$ cat config.mk
export PLATFORM = sky130hd
export DESIGN_NAME = dsc_cmd_decode
export DESIGN_NICKNAME = d
export VERILOG_FILES = /design/src/dsc_pkg.sv /design/src/dsc_burst_seq.sv /design/src/dsc_cmd_decode.sv
export VERILOG_INCLUDE_DIRS = /design/src
export SDC_FILE = /design/constraint.sdc
export NUM_CORES = 1
export LEC_CHECK = 0
export BUFFER_PORTS_ARGS = -buffer_cell sky130_fd_sc_hd__buf_2
export CORE_MARGIN = 1.5
export CORE_UTILIZATION = 43
export CTS_CLUSTER_DIAMETER = 100
export DETAILED_ROUTE_END_ITERATION = 8
export PLACE_DENSITY_LB_ADDON = 0.3
export SLEW_MARGIN = 20
export SYNTH_ARGS = -nofsm -noshare
export SYNTH_HDL_FRONTEND = slang
export SYNTH_SLANG_ARGS = --single-unit
$ cat constraint.sdc
create_clock -name ref_clk -period 8.03 [get_ports ref_clk]
set_input_delay 1.2045 -clock ref_clk [delete_from_list [all_inputs] [get_ports ref_clk]]
set_output_delay 1.2045 -clock ref_clk [all_outputs]
set_load 0.005 [all_outputs]
$ cat src/dsc_cfg.svh
`ifndef DSC_CFG_SVH
`define DSC_CFG_SVH
// ****************************************
// Mode register fields
// ****************************************
`define DSC_BL_LSB      0
`define DSC_BL_MSB      2
`define DSC_BT_BIT      3
`define DSC_CL_LSB      4
`define DSC_CL_MSB      6
`define DSC_TM_BIT      7
`define DSC_DLLRST_BIT  8
`define DSC_AP_BIT      8
`define DSC_DLLEN_BIT   0
`define DSC_DS0_BIT     1
`define DSC_DS1_BIT     6
// ****************************************
// Codes and timing
// ****************************************
`define DSC_BL2_CODE    3'h1
`define DSC_BL4_CODE    3'h2
`define DSC_BL8_CODE    3'h3
`define DSC_CL2_CODE    3'h2
`define DSC_CL3_CODE    3'h3
`define DSC_CL25_CODE   3'h6
`define DSC_MRS_CYCLES  2
`define DSC_DLL_CYCLES  200
`endif

$ cat src/dsc_pkg.sv
package dsc_pkg;
	typedef enum logic [2:0] {
		DSC_CMD_DESEL,
		DSC_CMD_NOP,
		DSC_CMD_MRS,
		DSC_CMD_EMRS,
		DSC_CMD_ACT,
		DSC_CMD_PRE,
		DSC_CMD_RD,
		DSC_CMD_WR
	} dsc_cmd_t;
	typedef enum logic [1:0] {
		DSC_IDLE,
		DSC_BUSY,
		DSC_DONE
	} dsc_mrs_st_t;
endpackage

$ cat src/dsc_burst_seq.sv
`timescale 1ns/1ps
`default_nettype none
`include "dsc_cfg.svh"
module dsc_burst_seq
	import dsc_pkg::*;
(
	input  wire logic       ref_clk,
	input  wire logic       resetn,
	input  wire logic       start,
	input  wire logic [2:0] start_col,
	input  wire logic [3:0] blen,
	input  wire logic       interleave,
	output logic            active,
	output logic [2:0]      col,
	output logic            last
);
	logic [2:0] beat_q, beat_d;
	logic [2:0] base_q, base_d;
	logic [2:0] mask_q, mask_d;
	logic       type_q, type_d;
	logic       act_q, act_d;
	logic [2:0] col_d;
	// ****************************************
	// Burst column sequencer
	// ****************************************
	always_comb begin
		beat_d = beat_q;
		base_d = base_q;
		mask_d = mask_q;
		type_d = type_q;
		act_d  = act_q;
		if (start) begin
			beat_d = 3'h0;
			base_d = start_col;
			mask_d = 3'(blen - 4'h1);
			type_d = interleave;
			act_d  = 1'b1;
		end else if (act_q) begin
			beat_d = 3'(beat_q + 3'h1);
			if (beat_q == mask_q)
				act_d = 1'b0;
		end
		if (type_d)
			col_d = (base_d & ~mask_d) | ((base_d ^ beat_d) & mask_d);
		else
			col_d = (base_d & ~mask_d) |
				(3'(base_d + beat_d) & mask_d);
	end
	always_ff @(posedge ref_clk or negedge resetn) begin
		if (!resetn) begin
			beat_q <= 3'h0;
			base_q <= 3'h0;
			mask_q <= 3'h0;
			type_q <= 1'b0;
			act_q  <= 1'b0;
			col    <= 3'h0;
			last   <= 1'b0;
		end else begin
			beat_q <= beat_d;
			base_q <= base_d;
			mask_q <= mask_d;
			type_q <= type_d;
			act_q  <= act_d;
			col    <= col_d;
			last   <= act_d && (beat_d == mask_d);
		end
	end
	assign active = act_q;
endmodule
`default_nettype wire

$ cat src/dsc_cmd_decode.sv
`timescale 1ns/1ps
`default_nettype none
`include "dsc_cfg.svh"
module dsc_cmd_decode
	import dsc_pkg::*;
(
	input  wire logic        ref_clk,
	input  wire logic        resetn,
	input  wire logic        cke,
	input  wire logic        cs_n,
	input  wire logic        ras_n,
	input  wire logic        cas_n,
	input  wire logic        we_n,
	input  wire logic [1:0]  ba,
	input  wire logic [11:0] addr,
	input  wire logic        self_refresh_exit,
	output logic [11:0]      mode_reg,
	output logic [13:0]      ext_mode_reg,
	output logic [3:0]       burst_len,
	output logic             burst_interleave,
	output logic [2:0]       cas_lat_x2,
	output logic             test_mode,
	output logic             mode_reserved,
	output logic             dll_reset,
	output logic             dll_enable,
	output logic [1:0]       drive_strength,
	output logic             mrs_busy,
	output logic [3:0]       bank_open,
	output logic             cmd_illegal,
	output logic             burst_active,
	output logic             burst_write,
	output logic [1:0]       burst_bank,
	output logic [2:0]       burst_col,
	output logic             burst_last,
	output logic [3:0]       rd_burst_len,
	output logic [2:0]       rd_cas_lat_x2
);
	// ****************************************
	// Decoding helpers
	// ****************************************
	// burst length code map
	function automatic logic [3:0] bl_decode(input logic [2:0] code);
		unique case (code)
			`DSC_BL2_CODE: bl_decode = 4'h2;
			`DSC_BL4_CODE: bl_decode = 4'h4;
			`DSC_BL8_CODE: bl_decode = 4'h8;
			default:       bl_decode = 4'h0;
		endcase
	endfunction
	function automatic logic [2:0] cl_decode(input logic [2:0] code);
		unique case (code)
			`DSC_CL2_CODE:  cl_decode = 3'h4;
			`DSC_CL25_CODE: cl_decode = 3'h5;
			`DSC_CL3_CODE:  cl_decode = 3'h6;
			default:        cl_decode = 3'h0;
		endcase
	endfunction
	function automatic dsc_cmd_t cmd_decode(input logic c, input logic r,
		input logic a, input logic w, input logic [1:0] b);
		dsc_cmd_t k;
		k = DSC_CMD_NOP;
		if (c)
			k = DSC_CMD_DESEL;
		else if (!r && !a && !w && b == 2'h0)
			k = DSC_CMD_MRS;
		else if (!r && !a && !w && b == 2'h1)
			k = DSC_CMD_EMRS;
		else if (!r && a && w)
			k = DSC_CMD_ACT;
		else if (!r && a && !w)
			k = DSC_CMD_PRE;
		else if (r && !a && w)
			k = DSC_CMD_RD;
		else if (r && !a && !w)
			k = DSC_CMD_WR;
		cmd_decode = k;
	endfunction
	// ****************************************
	// Pin synchronisers
	// ****************************************
	localparam int PW = 20;
	logic [PW-1:0] s1_q, s2_q;
	always_ff @(posedge ref_clk or negedge resetn) begin
		if (!resetn) begin
			s1_q <= '0;
			s2_q <= '0;
		end else begin
			s1_q <= {self_refresh_exit, cke, cs_n, ras_n, cas_n, we_n,
				ba, addr};
			s2_q <= s1_q;
		end
	end
	logic        p_srx, p_cke, p_cs, p_ras, p_cas, p_we;
	logic [1:0]  p_ba;
	logic [11:0] p_a;
	assign {p_srx, p_cke, p_cs, p_ras, p_cas, p_we, p_ba, p_a} = s2_q;
	dsc_cmd_t cmd;
	assign cmd = p_cke ? cmd_decode(p_cs, p_ras, p_cas, p_we, p_ba)
		: DSC_CMD_DESEL;
	// ****************************************
	// Mode registers and banks
	// ****************************************
	dsc_mrs_st_t st_q, st_d;
	logic [11:0] mr_q, mr_d;
	logic [13:0] emr_q, emr_d;
	logic        dllen_q, dllen_d;
	logic        dllrst_q, dllrst_d;
	logic [3:0]  open_q, open_d;
	logic        ill_q, ill_d;
	logic        srx_q;
	always_comb begin
		st_d     = st_q;
		mr_d     = mr_q;
		emr_d    = emr_q;
		dllen_d  = dllen_q;
		dllrst_d = 1'b0;
		open_d   = open_q;
		ill_d    = 1'b0;
		unique case (st_q)
			DSC_IDLE: ;
			DSC_BUSY: st_d = DSC_DONE;
			DSC_DONE: st_d = DSC_IDLE;
		endcase
		if (st_q == DSC_BUSY && cmd != DSC_CMD_DESEL &&
			cmd != DSC_CMD_NOP)
			ill_d = 1'b1;
		else begin
			unique case (cmd)
				DSC_CMD_MRS: begin
					mr_d = p_a;
					st_d = DSC_BUSY;
					dllrst_d = p_a[`DSC_DLLRST_BIT];
				end
				DSC_CMD_EMRS: begin
					emr_d = {p_ba, p_a};
					st_d  = DSC_BUSY;
					dllen_d = p_a[`DSC_DLLEN_BIT];
				end
				DSC_CMD_ACT: open_d[p_ba] = 1'b1;
				DSC_CMD_PRE: begin
					if (p_a[`DSC_AP_BIT])
						open_d = 4'h0;
					else
						open_d[p_ba] = 1'b0;
				end
				default: ;
			endcase
		end
		if (p_srx && !srx_q)
			dllen_d = 1'b1;
	end
	always_ff @(posedge ref_clk or negedge resetn) begin
		if (!resetn) begin
			st_q     <= DSC_IDLE;
			mr_q     <= 12'h000;
			emr_q    <= 14'h0000;
			dllen_q  <= 1'b0;
			dllrst_q <= 1'b0;
			open_q   <= 4'h0;
			ill_q    <= 1'b0;
			srx_q    <= 1'b0;
		end else begin
			st_q     <= st_d;
			mr_q     <= mr_d;
			emr_q    <= emr_d;
			dllen_q  <= dllen_d;
			dllrst_q <= dllrst_d;
			open_q   <= open_d;
			ill_q    <= ill_d;
			srx_q    <= p_srx;
		end
	end
	// ****************************************
	// Decoded fields and burst launch
	// ****************************************
	// field decode
	assign burst_len        = bl_decode(mr_q[`DSC_BL_MSB:`DSC_BL_LSB]);
	assign burst_interleave = mr_q[`DSC_BT_BIT];
	assign cas_lat_x2       = cl_decode(mr_q[`DSC_CL_MSB:`DSC_CL_LSB]);
	assign test_mode        = mr_q[`DSC_TM_BIT];
	assign mode_reserved    = |mr_q[11:9];
	assign drive_strength   = {emr_q[`DSC_DS1_BIT], emr_q[`DSC_DS0_BIT]};
	assign mode_reg         = mr_q;
	assign ext_mode_reg     = emr_q;
	assign dll_enable       = dllen_q;
	assign dll_reset        = dllrst_q;
	assign bank_open        = open_q;
	assign cmd_illegal      = ill_q;
	assign mrs_busy         = st_q != DSC_IDLE;
	logic       go;
	logic       rw_q, rw_d;
	logic [1:0] bk_q, bk_d;
	logic [3:0] rbl_q, rbl_d;
	logic [2:0] rcl_q, rcl_d;
	assign go = (cmd == DSC_CMD_RD || cmd == DSC_CMD_WR) &&
		st_q != DSC_BUSY && burst_len != 4'h0;
	always_comb begin
		rw_d  = rw_q;
		bk_d  = bk_q;
		rbl_d = rbl_q;
		rcl_d = rcl_q;
		if (go) begin
			rw_d = cmd == DSC_CMD_WR;
			bk_d = p_ba;
			rbl_d = burst_len;
			rcl_d = cmd == DSC_CMD_RD ? cas_lat_x2 : rcl_q;
		end
	end
	always_ff @(posedge ref_clk or negedge resetn) begin
		if (!resetn) begin
			rw_q  <= 1'b0;
			bk_q  <= 2'h0;
			rbl_q <= 4'h0;
			rcl_q <= 3'h0;
		end else begin
			rw_q  <= rw_d;
			bk_q  <= bk_d;
			rbl_q <= rbl_d;
			rcl_q <= rcl_d;
		end
	end
	assign burst_write   = rw_q;
	assign burst_bank    = bk_q;
	assign rd_burst_len  = rbl_q;
	assign rd_cas_lat_x2 = rcl_q;
	dsc_burst_seq u_seq (
		.ref_clk    (ref_clk),
		.resetn     (resetn),
		.start      (go),
		.start_col  (p_a[2:0]),
		.blen       (burst_len),
		.interleave (burst_interleave),
		.active     (burst_active),
		.col        (burst_col),
		.last       (burst_last)
	);
endmodule
`default_nettype wire

# Word-level counts from Yosys, hierarchy flattened
# Cells that the tools add are included.
totals:
  reg_bits: 101
  out_inout_bits: 61
  wordCells: 124
op_classes:
  addsub: 3
  magnitude_cmp: 2
  eq_ne: 20
  muxes: 32
  bitwise_logic: 11
  reduce_logical: 35
ops:
  columns: ["op", "n"]
  rows:
  - ["2-to-1 mux 3 bit", 13]
  - ["== test 3 x 2 -> 1 bit (second input constant)", 6]
  - ["logical AND 1 bit", 17]
  - ["== test 3 bit (second input constant)", 5]
  - ["one-hot mux 4 bit (3 select lines)", 1]
  - ["2-to-1 mux 1 bit", 11]
  - ["AND reduction 2 bit", 5]
  - ["AND 3 bit", 3]
  - ["one-hot mux 3 bit (3 select lines)", 1]
  - ["one-hot mux 4 bit (2 select lines)", 1]
  - ["== test 3 bit", 2]
  - ["OR 3 bit", 2]
  - ["nonzero test 2 bit", 3]
  - ["AND 4 bit", 1]
  - ["== test 2 x 1 -> 1 bit (second input constant)", 2]
  - ["zero test 1 bit", 4]
  - ["2-to-1 mux 2 bit", 2]
  - ["2-to-1 mux 4 bit", 1]
  - ["!= test 2 x 1 -> 1 bit (second input constant)", 2]
  - ["inverter 4 bit", 1]
  - ["OR 4 bit", 1]
  - ["one-hot mux 2 bit (2 select lines)", 1]
  - ["nonzero test 4 bit", 1]
  - ["adder 3 x 1 -> 3 bit (second input constant)", 1]
  - ["other kinds (16)", 16]

# Logic depth before layout (Yosys ltp)
# Gate-level depths: netlist of run 1.
depth:
  word_depth: 20
  depth_mapped: 15
  depth_no_buf: 14

# Modules after synthesis
# Synthesis of run 1 repeated with hierarchy kept, for this count alone.
unflattened:
  cells_unflattened: 266
  hier_area_um2: 3975.1
by_module_without_submodules:
  columns: ["module", "n_inst", "cells_per_inst", "area_each_um2", "seq_area_each_um2"]
  rows:
  - ["dsc_cmd_decode", 1, 197, 3158.0, 2127.0]
  - ["dsc_burst_seq", 1, 69, 817.0, 375.4]

# Worst setup path before layout of run 1
# OpenSTA, ideal clock, no wires.
synth_timing:
  kind: "reg-to-reg"
  from: "register mr_q[2], in the netlist mode_reg[2]"
  to: "register u_seq.col[2]"
  setup_time_ns: 0.124
  arrival_ns: 2.774
  t_required_ns: 7.906
  path_slack_ns: 5.132
  path_stages_with_launch: 15
  path_buffers: 1
  period_less_slack_ns: 2.898
  cell_sequence: "dfrtp_1 or3b_2 ha_1 inv_1 o221a_2 buf_4 nand2_1 nand2_1 ha_1 inv_1 fa_1 nor2_1 xnor2_1 a21boi_0 o31a_1"
synth_via:
  elab_chain_cells: 9
synth_rtl:
  columns: ["item", "line_no", "rtl"]
  rows:
  - ["start: declaration", "dsc_cmd_decode.sv:104", "logic [11:0] mr_q, mr_d;"]
  - ["start signal: assignment", "dsc_cmd_decode.sv:164", "mr_q <= mr_d;"]
  - ["== test 3 x 2 -> 1 bit / == test 3 x 1 -> 1 bit (equally long branches)", "dsc_cmd_decode.sv:43", "unique case (code)"]
  - ["one-hot mux 4 bit (3 select lines) (*)", "dsc_cmd_decode.sv:43", null]
  - ["nonzero test 4 bit (*)", "dsc_cmd_decode.sv:196", "st_q != DSC_BUSY && burst_len != 4'h0;"]
  - ["logical AND 1 bit (*)", "dsc_cmd_decode.sv:196", null]
  - ["2-to-1 mux 3 bit (*)", "dsc_burst_seq.sv:32", "if (start) begin"]
  - ["via u_seq.base_d[0]", "dsc_burst_seq.sv:18", "logic [2:0] base_q, base_d;"]
  - ["adder 3 bit (*)", "dsc_burst_seq.sv:47", "(3'(base_d + beat_d) & mask_d);"]
  - ["AND 3 bit (*)", "dsc_burst_seq.sv:47", null]
  - ["OR 3 bit (*)", "dsc_burst_seq.sv:46", "col_d = (base_d & ~mask_d) |"]
  - ["2-to-1 mux 3 bit (*)", "dsc_burst_seq.sv:43", "if (type_d)"]
  - ["via u_seq.col_d[2]", "dsc_burst_seq.sv:22", "logic [2:0] col_d;"]
  - ["end signal: assignment", "dsc_burst_seq.sv:64", "col <= col_d;"]
  - ["end: declaration", "dsc_burst_seq.sv:14", "output logic [2:0] col,"]
# Mark *: on every way through the listed nets, which the timed path passes. The rest lies on a longest branch.
# A chain may end at the register's enable or synchronous reset.

# Worst setup path in the final report of run 1
# Same ends and word-level chain as after synthesis.

==> flow_metrics.tcl, run 1 <==
set metrics [dict create \
    status "finished clean" \
    initial_core_util_pct 44.1 \
    place.port_buffers 80 \
    end_kind "flop" \
    ys_ff_latch 100 \
    p_sw_share_pct 31.5 \
    power.ir.vdd_worst_uv 120 \
    max_freq_mhz 321 \
    worst_pin_slew_ns 0.976 \
    die-area_um2 9420 \
    setup_tns_ns 0 \
    grt_overflow 0 \
    area_growth_pct 17.7 \
    dp_slack_ns 4.92 \
    pwr_density_cell_nw_per_um2 282 \
    wl_per_cell_um 14.9 \
    detail_route.first_pass.iterations 4 \
    power_mw 1.26 \
    synth-seq-area-share_pct 65.8 \
    finalHoldViolations 0 \
    vias 2212 \
    netSwitchingPower_mw 0.397 \
    met2_usage_pct 25.0 \
    slew_headroom_pct 34.9 \
    rsz0062_at_grt "false" \
    coreArea_um2 8640 \
    antenna_found_initial 0 \
    wirelength_um 6880 \
    pwr-share-comb_pct 22.3 \
    fin_skew_ns 0.00938 \
    drv_cap 0 \
    top_usage_layer "met2" \
    path_clk_slew_ns 0.10 \
    period_share_pct 38.8 \
    cp.required_ns 8.29 \
    syn_area_um2 3800 \
    ys.flop_type "dfrtp_1" \
    synth_top_area_share_pct 65.8 \
    cts.path.max_buffers 2 \
    drt-initial-drc-count 46 \
    drive_gt1_share_pct 37.1 \
    holdBufCountCts 0 \
    nets 382 \
    period_needed_ns 3.11 \
    postRouteAntennaNets 0 \
    n_fill_cell 753 \
    critPathMaxFanout 11 \
    worst_hold_path_type "reg -> reg" \
    grt_pass1_wl_um 11800 \
    cts_sinks 100 \
    grt_use_total_pct 15.9 \
    finalMaxSlewViolations 0 \
    hpwl_um 4930 \
    clk_latency_ns 0.37 \
    seq_power_share_pct 52.1 \
    seq_area_um2 2500 \
    die_w_um 97.1 \
    cts_tree "built" \
    clockRootBuffer "clkbuf_8" \
    multiInputGateArea_um2 1150 \
    cts-resized-gates 0 \
    synthTopCellsByCount "dfrtp_1, mux2_2, nand2_1, inv_1, ha_1" \
    synthArstFlopShare_pct 100 \
    yosysMostFrequentCell "dfrtp_1" \
    grt_util_met1_pct 21.1 \
    die_y_um 97.1 \
    crit_type "reg -> reg" \
    finalSetupViolCount 0 \
    drc 0 \
    antenna_cells 0 \
    p_int_mw 0.864 \
    syn_inst 267 \
    synth_top_area_cell "dfrtp_1" \
    synth.avg_cell_area_um2 14.3 \
    yosysWarnings 0 \
    finalWorstSetupSlack_ns 4.92 \
    synth.area.top_cells "dfrtp_1, mux2_2, ha_1" \
    cts_setup_buffers 0 \
    htree_num_levels 3 \
    arrival_ns 3.37 \
    synth-edff-count 0 \
    grt_pass1_vias 2337 \
    cts_buffers 9 \
    grt_max_degree 70 \
    clkPwrFrac_pct 25.6 \
    p_leak_nw 2.34 \
    gp_congestion 0.798 \
    ioPinCount 83 \
    critPathLaunchType "flop" \
    use_met3_pct 4.60 \
    vias_per_cell 4.80 \
    yosysUniqueCellTypes 44 \
    std_cell_rows 34 \
]
[worst paths after layout]
path,startpoint,to,slack (ns),cells past startpoint
max,mode_reg[2],u_seq.col[2],4.92,13
min,s1_q[18],s2_q[18],0.36,0
max reg2reg,mode_reg[2],u_seq.col[2],4.92,13
min reg2reg,s1_q[18],s2_q[18],0.36,0
max in group asynchronous,resetn,srx_q,6.12,2
min in group asynchronous,resetn,ext_mode_reg[2],0.76,1
[layout by cell type, fill, tap and decap left out, types with 2 or more instances in the layout]
cell and n:
a21boi_0 2, a21o_1 3, a21oi_1 4, a31oi_1 5, and3b_1 2, buf_2 79
buf_4 2, clkbuf_8 9, clkinv_8 4, conb_1 2, dfrtp_1 100, ha_1 11
inv_1 17, mux2_1 9, mux2_2 24, mux2i_1 4, nand2_1 22, nand2b_1 2
nand3_1 2, nor2_1 7, nor3_1 3, o21ai_0 6, o31ai_1 2, xnor2_1 5
xor2_1 4
[logic make-up after synthesis]
group           share of synthesized area [%]
compound gates                           6.02
other cells                            0.0986
mux                                      10.8
simple gates                             6.94
xor+xnor                                 2.07
buf+inv                                  4.14
flops                                    65.8
fa+ha+maj                                4.14
[final cells by class]
class                      count  area share (%)
tap                          108            3.02
sequential                   100            55.9
timing repair buffer          81            9.16
clock inverter                 7            2.10
multi-input combinational    139            25.6
inverter                      17            1.42
clock buffer                   9            2.77
[layer usage]
metal / up-vias / wire, um
met5: - / 0
met4: 0 / 110
met3: 8 / 381
met2: 57 / 3280
met1: 1092 / 3110
li1: 1055 / -
[stage by stage]
| stage | std cells | util, % | area, um2 | hold WS, ns |
|---|---|---|---|---|
| 2_1_floorplan | 268 | - | 3810 | 0.331 |
| 4_1_cts | 461 | 51.9 | 4480 | 0.360 |
| 3_3_place_gp | 445 | 49.3 | 4260 | 0.332 |
| 3_5_place_dp | 445 | 49.3 | 4260 | 0.335 |
| 5_1_grt | 461 | 51.9 | 4480 | 0.366 |
| 6_report | 461 | 51.9 | 4480 | 0.358 |
[power groups by stage]
stage	registers [mW]	logic (mW)	clock network [mW]
final	0.657	0.281	0.323
after global routing	0.670	0.319	0.356
after CTS	0.658	0.288	0.335
after detailed placement	0.667	0.286	0
after global placement	0.662	0.280	0
after floorplan	0.657	0.168	0
[worst max-delay path, cell delays in order (launching register included)]
cell and delay, ns:
dfrtp_1 0.43, or3b_2 0.52, ha_1 0.20, inv_1 0.11, o221a_2 0.33, nand2_1 0.09
nand2_1 0.09, ha_1 0.14, inv_1 0.04, fa_1 0.38, nor2_1 0.14, xnor2_1 0.14
a21boi_0 0.12, o31a_1 0.28
No activity file was read; power rests on OpenSTA's default activity.
==> inputs of run 2 (changes only) <==
==> constraint.sdc (replaced) <==
create_clock -name ref_clk -period 2.53 [get_ports ref_clk]
set_input_delay 0.3795 -clock ref_clk [delete_from_list [all_inputs] [get_ports ref_clk]]
set_output_delay 0.3795 -clock ref_clk [all_outputs]
set_load 0.005 [all_outputs]
==> flow_metrics.tcl, run 2 (synthesis gave the netlist of run 1 again) <==
set metrics [dict create \
    arrival_ns 2.84 \
    die_w_um 97.1 \
    antenna_found_initial 0 \
    placedInstanceArea_um2 4420 \
    design_area_um2 4720 \
    fin_skew_ns 0.0121 \
    holdBufCountCts 0 \
    grt_use_total_pct 15.8 \
    max_freq_mhz 384 \
    final_common_cell "dfrtp_1" \
    worst_hold_path_type "in -> async" \
    finalSetupViolCount 1 \
    top_layer "met4" \
    wl_per_cell_um 14.5 \
    r2r-start "mode_reg[0]" \
    cts_buffers 9 \
    seq_area_um2 2500 \
    hpwl_um 5070 \
    end_kind "flop" \
    clkPwrFrac_pct 23.5 \
    clockRootBuffer "clkbuf_8" \
    vias 2290 \
    coreArea_um2 8640 \
    critPathMaxFanout 4 \
    initial_core_util_pct 44.1 \
    r2r_end "u_seq.col[2]" \
    pwr_density_cell_nw_per_um2 875 \
    grt_pass1_vias 2373 \
    clk_latency_ns 0.35 \
    gp_congestion 0.796 \
    place.port_buffers 80 \
    area_growth_pct 23.9 \
    fin_hold_ws_ns 0.0252 \
    cts.path.max_buffers 2 \
    detail_route.first_pass.iterations 4 \
    die-area_um2 9420 \
    p_int_mw 2.84 \
    netSwitchingPower_mw 1.28 \
    finalWorstSetupSlack_ns -0.0775 \
    p_leak_nw 2.44 \
    r2r_setup_slack_ns -0.08 \
    wl_met3_um 363 \
    period_share_pct 103 \
    critPathLaunchType "flop" \
    antenna_cells 0 \
    nets 403 \
    finalHoldViolations 0 \
    drv_cap 0 \
    ioPinCount 83 \
    seq_power_share_pct 50.0 \
    finalMaxSlewViolations 0 \
    grt_overflow 0 \
    drive_gt1_share_pct 44.7 \
    status "finished with violations" \
    rsz0062_at_grt "true" \
    power.ir.vdd_worst_uv 371 \
    path_clk_slew_ns 0.10 \
    htree_num_levels 3 \
    vias_per_cell 4.75 \
    drc 0 \
    grt_max_degree 53 \
    rr_worst_depth 13 \
    cts_sinks 100 \
    multiInputGateArea_um2 1220 \
    drt-initial-drc-count 66 \
    std_cell_rows 34 \
    n_fill_cell 747 \
    final_cell_mix "dfrtp_1, buf_2, mux2_2" \
    crit_type "reg -> reg" \
    p_sw_share_pct 31.1 \
    period_needed_ns 2.61 \
    cts_tree "built" \
    grt_pass1_wl_um 11700 \
    wirelength_um 6980 \
    violations "negative setup slack" \
    die_y_um 97.1 \
    postRouteAntennaNets 0 \
    drt-met1-wl_um 3160 \
    cp.required_ns 2.76 \
    worst_pin_slew_ns 0.650 \
    final_util_pct 54.6 \
    setup_tns_ns -0.0775 \
    pwr-share-comb_pct 26.5 \
    wl_met2_um 3330 \
    slew_headroom_pct 56.7 \
]
-- run 2: cell types whose count changed in the layout (fill, tap and decap cells not counted), moves of 2 or more --
cell	delta
inv_1	-3
nand2_1	-3
ha_1	-5
nor2_1	-3
inv_2	+2
buf_12	+2
nor2_2	+2
ha_2	+2
clkinv_8	-3
buf_4	+19
nand2_2	+3
ha_4	+3
-- run 2: through the flow --
| step | setup WS (ns) | instances | power [mW] |
|---|---|---|---|
| 6_report | -0.0775 | 482 | 4.13 |
| 5_1_grt | -0.197 | 482 | 4.40 |
| 4_1_cts | -0.108 | 478 | 4.08 |
| 3_5_place_dp | -0.0918 | 461 | 3.09 |
| 3_3_place_gp | -0.0165 | 461 | 3.06 |
| 2_1_floorplan | -0.115 | 268 | 2.64 |
-- run 2: worst max path at each step --
stage / from / to / slack (ns) / depth (start not counted)
floorplan: mode_reg[0] / u_seq.col[2] / -0.11 / 14
global placement: mode_reg[0] / u_seq.col[2] / -0.02 / 13
detailed placement: mode_reg[0] / u_seq.col[2] / -0.09 / 13
CTS: s2_q[15] / u_seq.col[2] / -0.11 / 12
global route: s2_q[15] / u_seq.col[2] / -0.20 / 13
finish: mode_reg[0] / u_seq.col[2] / -0.08 / 13
-- run 2: final cells by class --
type / instances / area share, %
inverter: 17 / 1.41
sequential: 100 / 53.1
multi-input combinational: 139 / 26.0
tap: 108 / 2.87
timing repair buffer: 102 / 12.6
clock buffer: 9 / 2.63
clock inverter: 7 / 1.49
-- run 2: power groups by stage --
stage | clock network (mW) | logic (mW) | registers, mW
6_report | 0.971 | 1.09 | 2.06
5_1_grt | 1.07 | 1.23 | 2.11
4_1_cts | 0.998 | 1.01 | 2.07
3_5_place_dp | 0 | 0.993 | 2.10
3_3_place_gp | 0 | 0.975 | 2.09
2_1_floorplan | 0 | 0.549 | 2.09
-- run 2: worst max-delay path, stage by stage (launching register included) --
cell,delay (ns)
dfrtp_1,0.39
or3b_4,0.41
ha_4,0.18
inv_4,0.06
o221a_4,0.21
nand2_2,0.07
nand2_2,0.09
ha_4,0.12
inv_2,0.03
fa_2,0.34
nor2_2,0.10
xnor2_1,0.14
a21boi_1,0.08
o31a_1,0.28
-- run 2: what timing repair did --
| action | CTS | global route |
|---|---|---|
| setup buffers | 1 | 4 |
| pin swaps | 2 | 2 |
| endpoints found under the setup margin | 1 | 2 |
| gates resized for setup | 0 | 16 |
-- run 2: layer usage --
layer  track usage, %  vias up
met5                0        -
met4             6.13        0
met3             4.24        9
met2             24.7       57
met1             21.0     1135
li1                 -     1089
==> inputs of run 3 (changes only) <==
--- a/config.mk
+++ b/config.mk
@@ -12,6 +12,7 @@
 export CTS_CLUSTER_DIAMETER = 100
 export DETAILED_ROUTE_END_ITERATION = 8
 export PLACE_DENSITY_LB_ADDON = 0.3
+export REMOVE_ABC_BUFFERS = 1
 export SLEW_MARGIN = 20
 export SYNTH_ARGS = -nofsm -noshare
 export SYNTH_HDL_FRONTEND = slang
==> flow_metrics.tcl, run 3 (synthesis gave the netlist of run 1 again) <==
set metrics [dict create \
    status "finished with violations" \
    violations "negative setup slack" \
    die-area_um2 9420 \
    place.port_buffers 80 \
    gp_congestion 0.774 \
    final_util_pct 55.5 \
    clkPwrFrac_pct 23.9 \
    max_freq_mhz 384 \
    rsz0062_at_grt "true" \
    grt_pass1_wl_um 11500 \
    wirelength_um 7090 \
    vias 2327 \
    rr_worst_depth 13 \
    critPathBufInv 2 \
    p_sw_share_pct 30.9 \
    final_common_cell "dfrtp_1" \
    cts_tree "built" \
    grt_pass1_vias 2343 \
    power.ir.vdd_worst_uv 426 \
    coreArea_um2 8640 \
    htree_num_levels 3 \
    seq_area_um2 2500 \
    postRouteAntennaNets 0 \
    pwr_density_cell_nw_per_um2 876 \
    hpwl_um 4990 \
    finalWorstSetupSlack_ns -0.0709 \
    cts_buffers 9 \
    critical_path.max_stage_delay_ns 0.42 \
    crit_chain "or3b_4, ha_4, inv_4, o221a_4, nand2_2, nand2_2, ha_4, inv_2, fa_2, nor2_4, xnor2_2, and3b_1, o31a_1" \
    end_kind "flop" \
    finalMaxSlewViolations 0 \
    antenna_cells 0 \
    clockRootBuffer "clkbuf_8" \
    path_clk_slew_ns 0.10 \
    fin_hold_ws_ns 0.0345 \
    drc 0 \
    wl_per_cell_um 14.4 \
    drive_gt1_share_pct 46.9 \
    design_area_um2 4800 \
    critPathMaxFanout 2 \
    finalSetupViolCount 1 \
    crit_path_top_delay_cell "or3b_4" \
    netSwitchingPower_mw 1.30 \
    cts_sinks 100 \
    finalHoldViolations 0 \
    drv_cap 0 \
    period_share_pct 103 \
    clk_latency_ns 0.36 \
    grt_max_degree 55 \
    p_int_mw 2.91 \
    grt_overflow 0 \
    antenna_found_initial 0 \
    worst_pin_slew_ns 0.667 \
    initial_core_util_pct 44.1 \
    die_y_um 97.1 \
    area_growth_pct 26.0 \
    ioPinCount 83 \
    crit_type "reg -> reg" \
    n_fill_cell 716 \
    r2r-start "mode_reg[2]" \
    seq_power_share_pct 49.2 \
    r2r_setup_slack_ns -0.07 \
    std_cell_rows 34 \
    die_w_um 97.1 \
    setup_tns_ns -0.0709 \
    vias_per_cell 4.73 \
    critical_path.top_delay_family "simple AND/OR/NAND/NOR gates" \
    worst_hold_path_type "in -> async" \
    cp.required_ns 2.79 \
    fin_skew_ns 0.0103 \
    arrival_ns 2.86 \
    power_mw 4.20 \
    period_needed_ns 2.60 \
    final_cell_mix "dfrtp_1, buf_2, buf_4" \
    r2r_end "u_seq.col[2]" \
    detail_route.first_pass.iterations 4 \
    p_leak_nw 2.50 \
    multiInputGateArea_um2 1240 \
    grt_use_total_pct 15.6 \
    cts.path.max_buffers 2 \
    placedInstanceArea_um2 4460 \
    nets 413 \
    critPathLaunchType "flop" \
    crit_start "mode_reg[2]" \
    pwr-share-comb_pct 26.9 \
    slew_headroom_pct 55.5 \
    drt-initial-drc-count 66 \
]
==> run 3: cell types whose count changed in the layout (fill, tap and decap cells not counted), moves of 2 or more <==
cell	before	now
buf_12	2	0
buf_4	21	31
buf_6	0	2
inv_1	14	12
inv_2	2	4
nor2_2	3	1
==> run 3: worst max-delay path by stage <==
stage	to	cells past startpoint	slack [ns]
2_1_floorplan	u_seq.col[2]	13	-0.34
3_3_place_gp	u_seq.col[2]	13	-0.20
3_5_place_dp	u_seq.col[2]	13	-0.28
4_1_cts	u_seq.col[2]	13	-0.1
5_1_grt	u_seq.col[2]	13	-0.19
6_report	u_seq.col[2]	13	-0.07
==> run 3: layout make-up <==
cell class	count	area share, %
Sequential cell	100	52.2
Multi-Input combinational cell	139	25.8
Timing Repair Buffer	112	13.6
Clock buffer	10	2.87
Tap cell	108	2.82
Inverter	17	1.38
Clock inverter	6	1.36
==> run 3: routing by layer <==
metal  vias up  track usage (%)  wire (um)
li1       1116                -          -
met4         0             7.36        144
met2        62             23.8       3360
met3        12             3.24        333
met5         -                0          0
met1      1137             21.5       3250
==> run 3: timing repair <==
| action | CTS | global route |
|---|---|---|
| hold buffers | 0 | 0 |
| gates resized for setup | 5 | 23 |
| gates cloned | 0 | 0 |
| pin swaps | 1 | 5 |
| hold endpoints to repair | 0 | 0 |
| endpoints found under the setup margin | 2 | 2 |
| setup buffers | 1 | 3 |
==> run 3: metrics by stage <==
step	worst slack [ns]	cells
2_1_floorplan	-0.340	256
3_3_place_gp	-0.205	472
3_5_place_dp	-0.283	472
4_1_cts	-0.0987	489
5_1_grt	-0.185	492
6_report	-0.0709	492
==> run 3: power groups by stage <==
stage               registers (mW)  clock network, mW  logic, mW
finish                        2.07               1.01       1.13
global route                  2.11               1.10       1.26
CTS                           2.07               1.05       1.04
detailed placement            2.10                  0       1.02
global placement              2.09                  0      0.994
floorplan                     2.09                  0      0.500
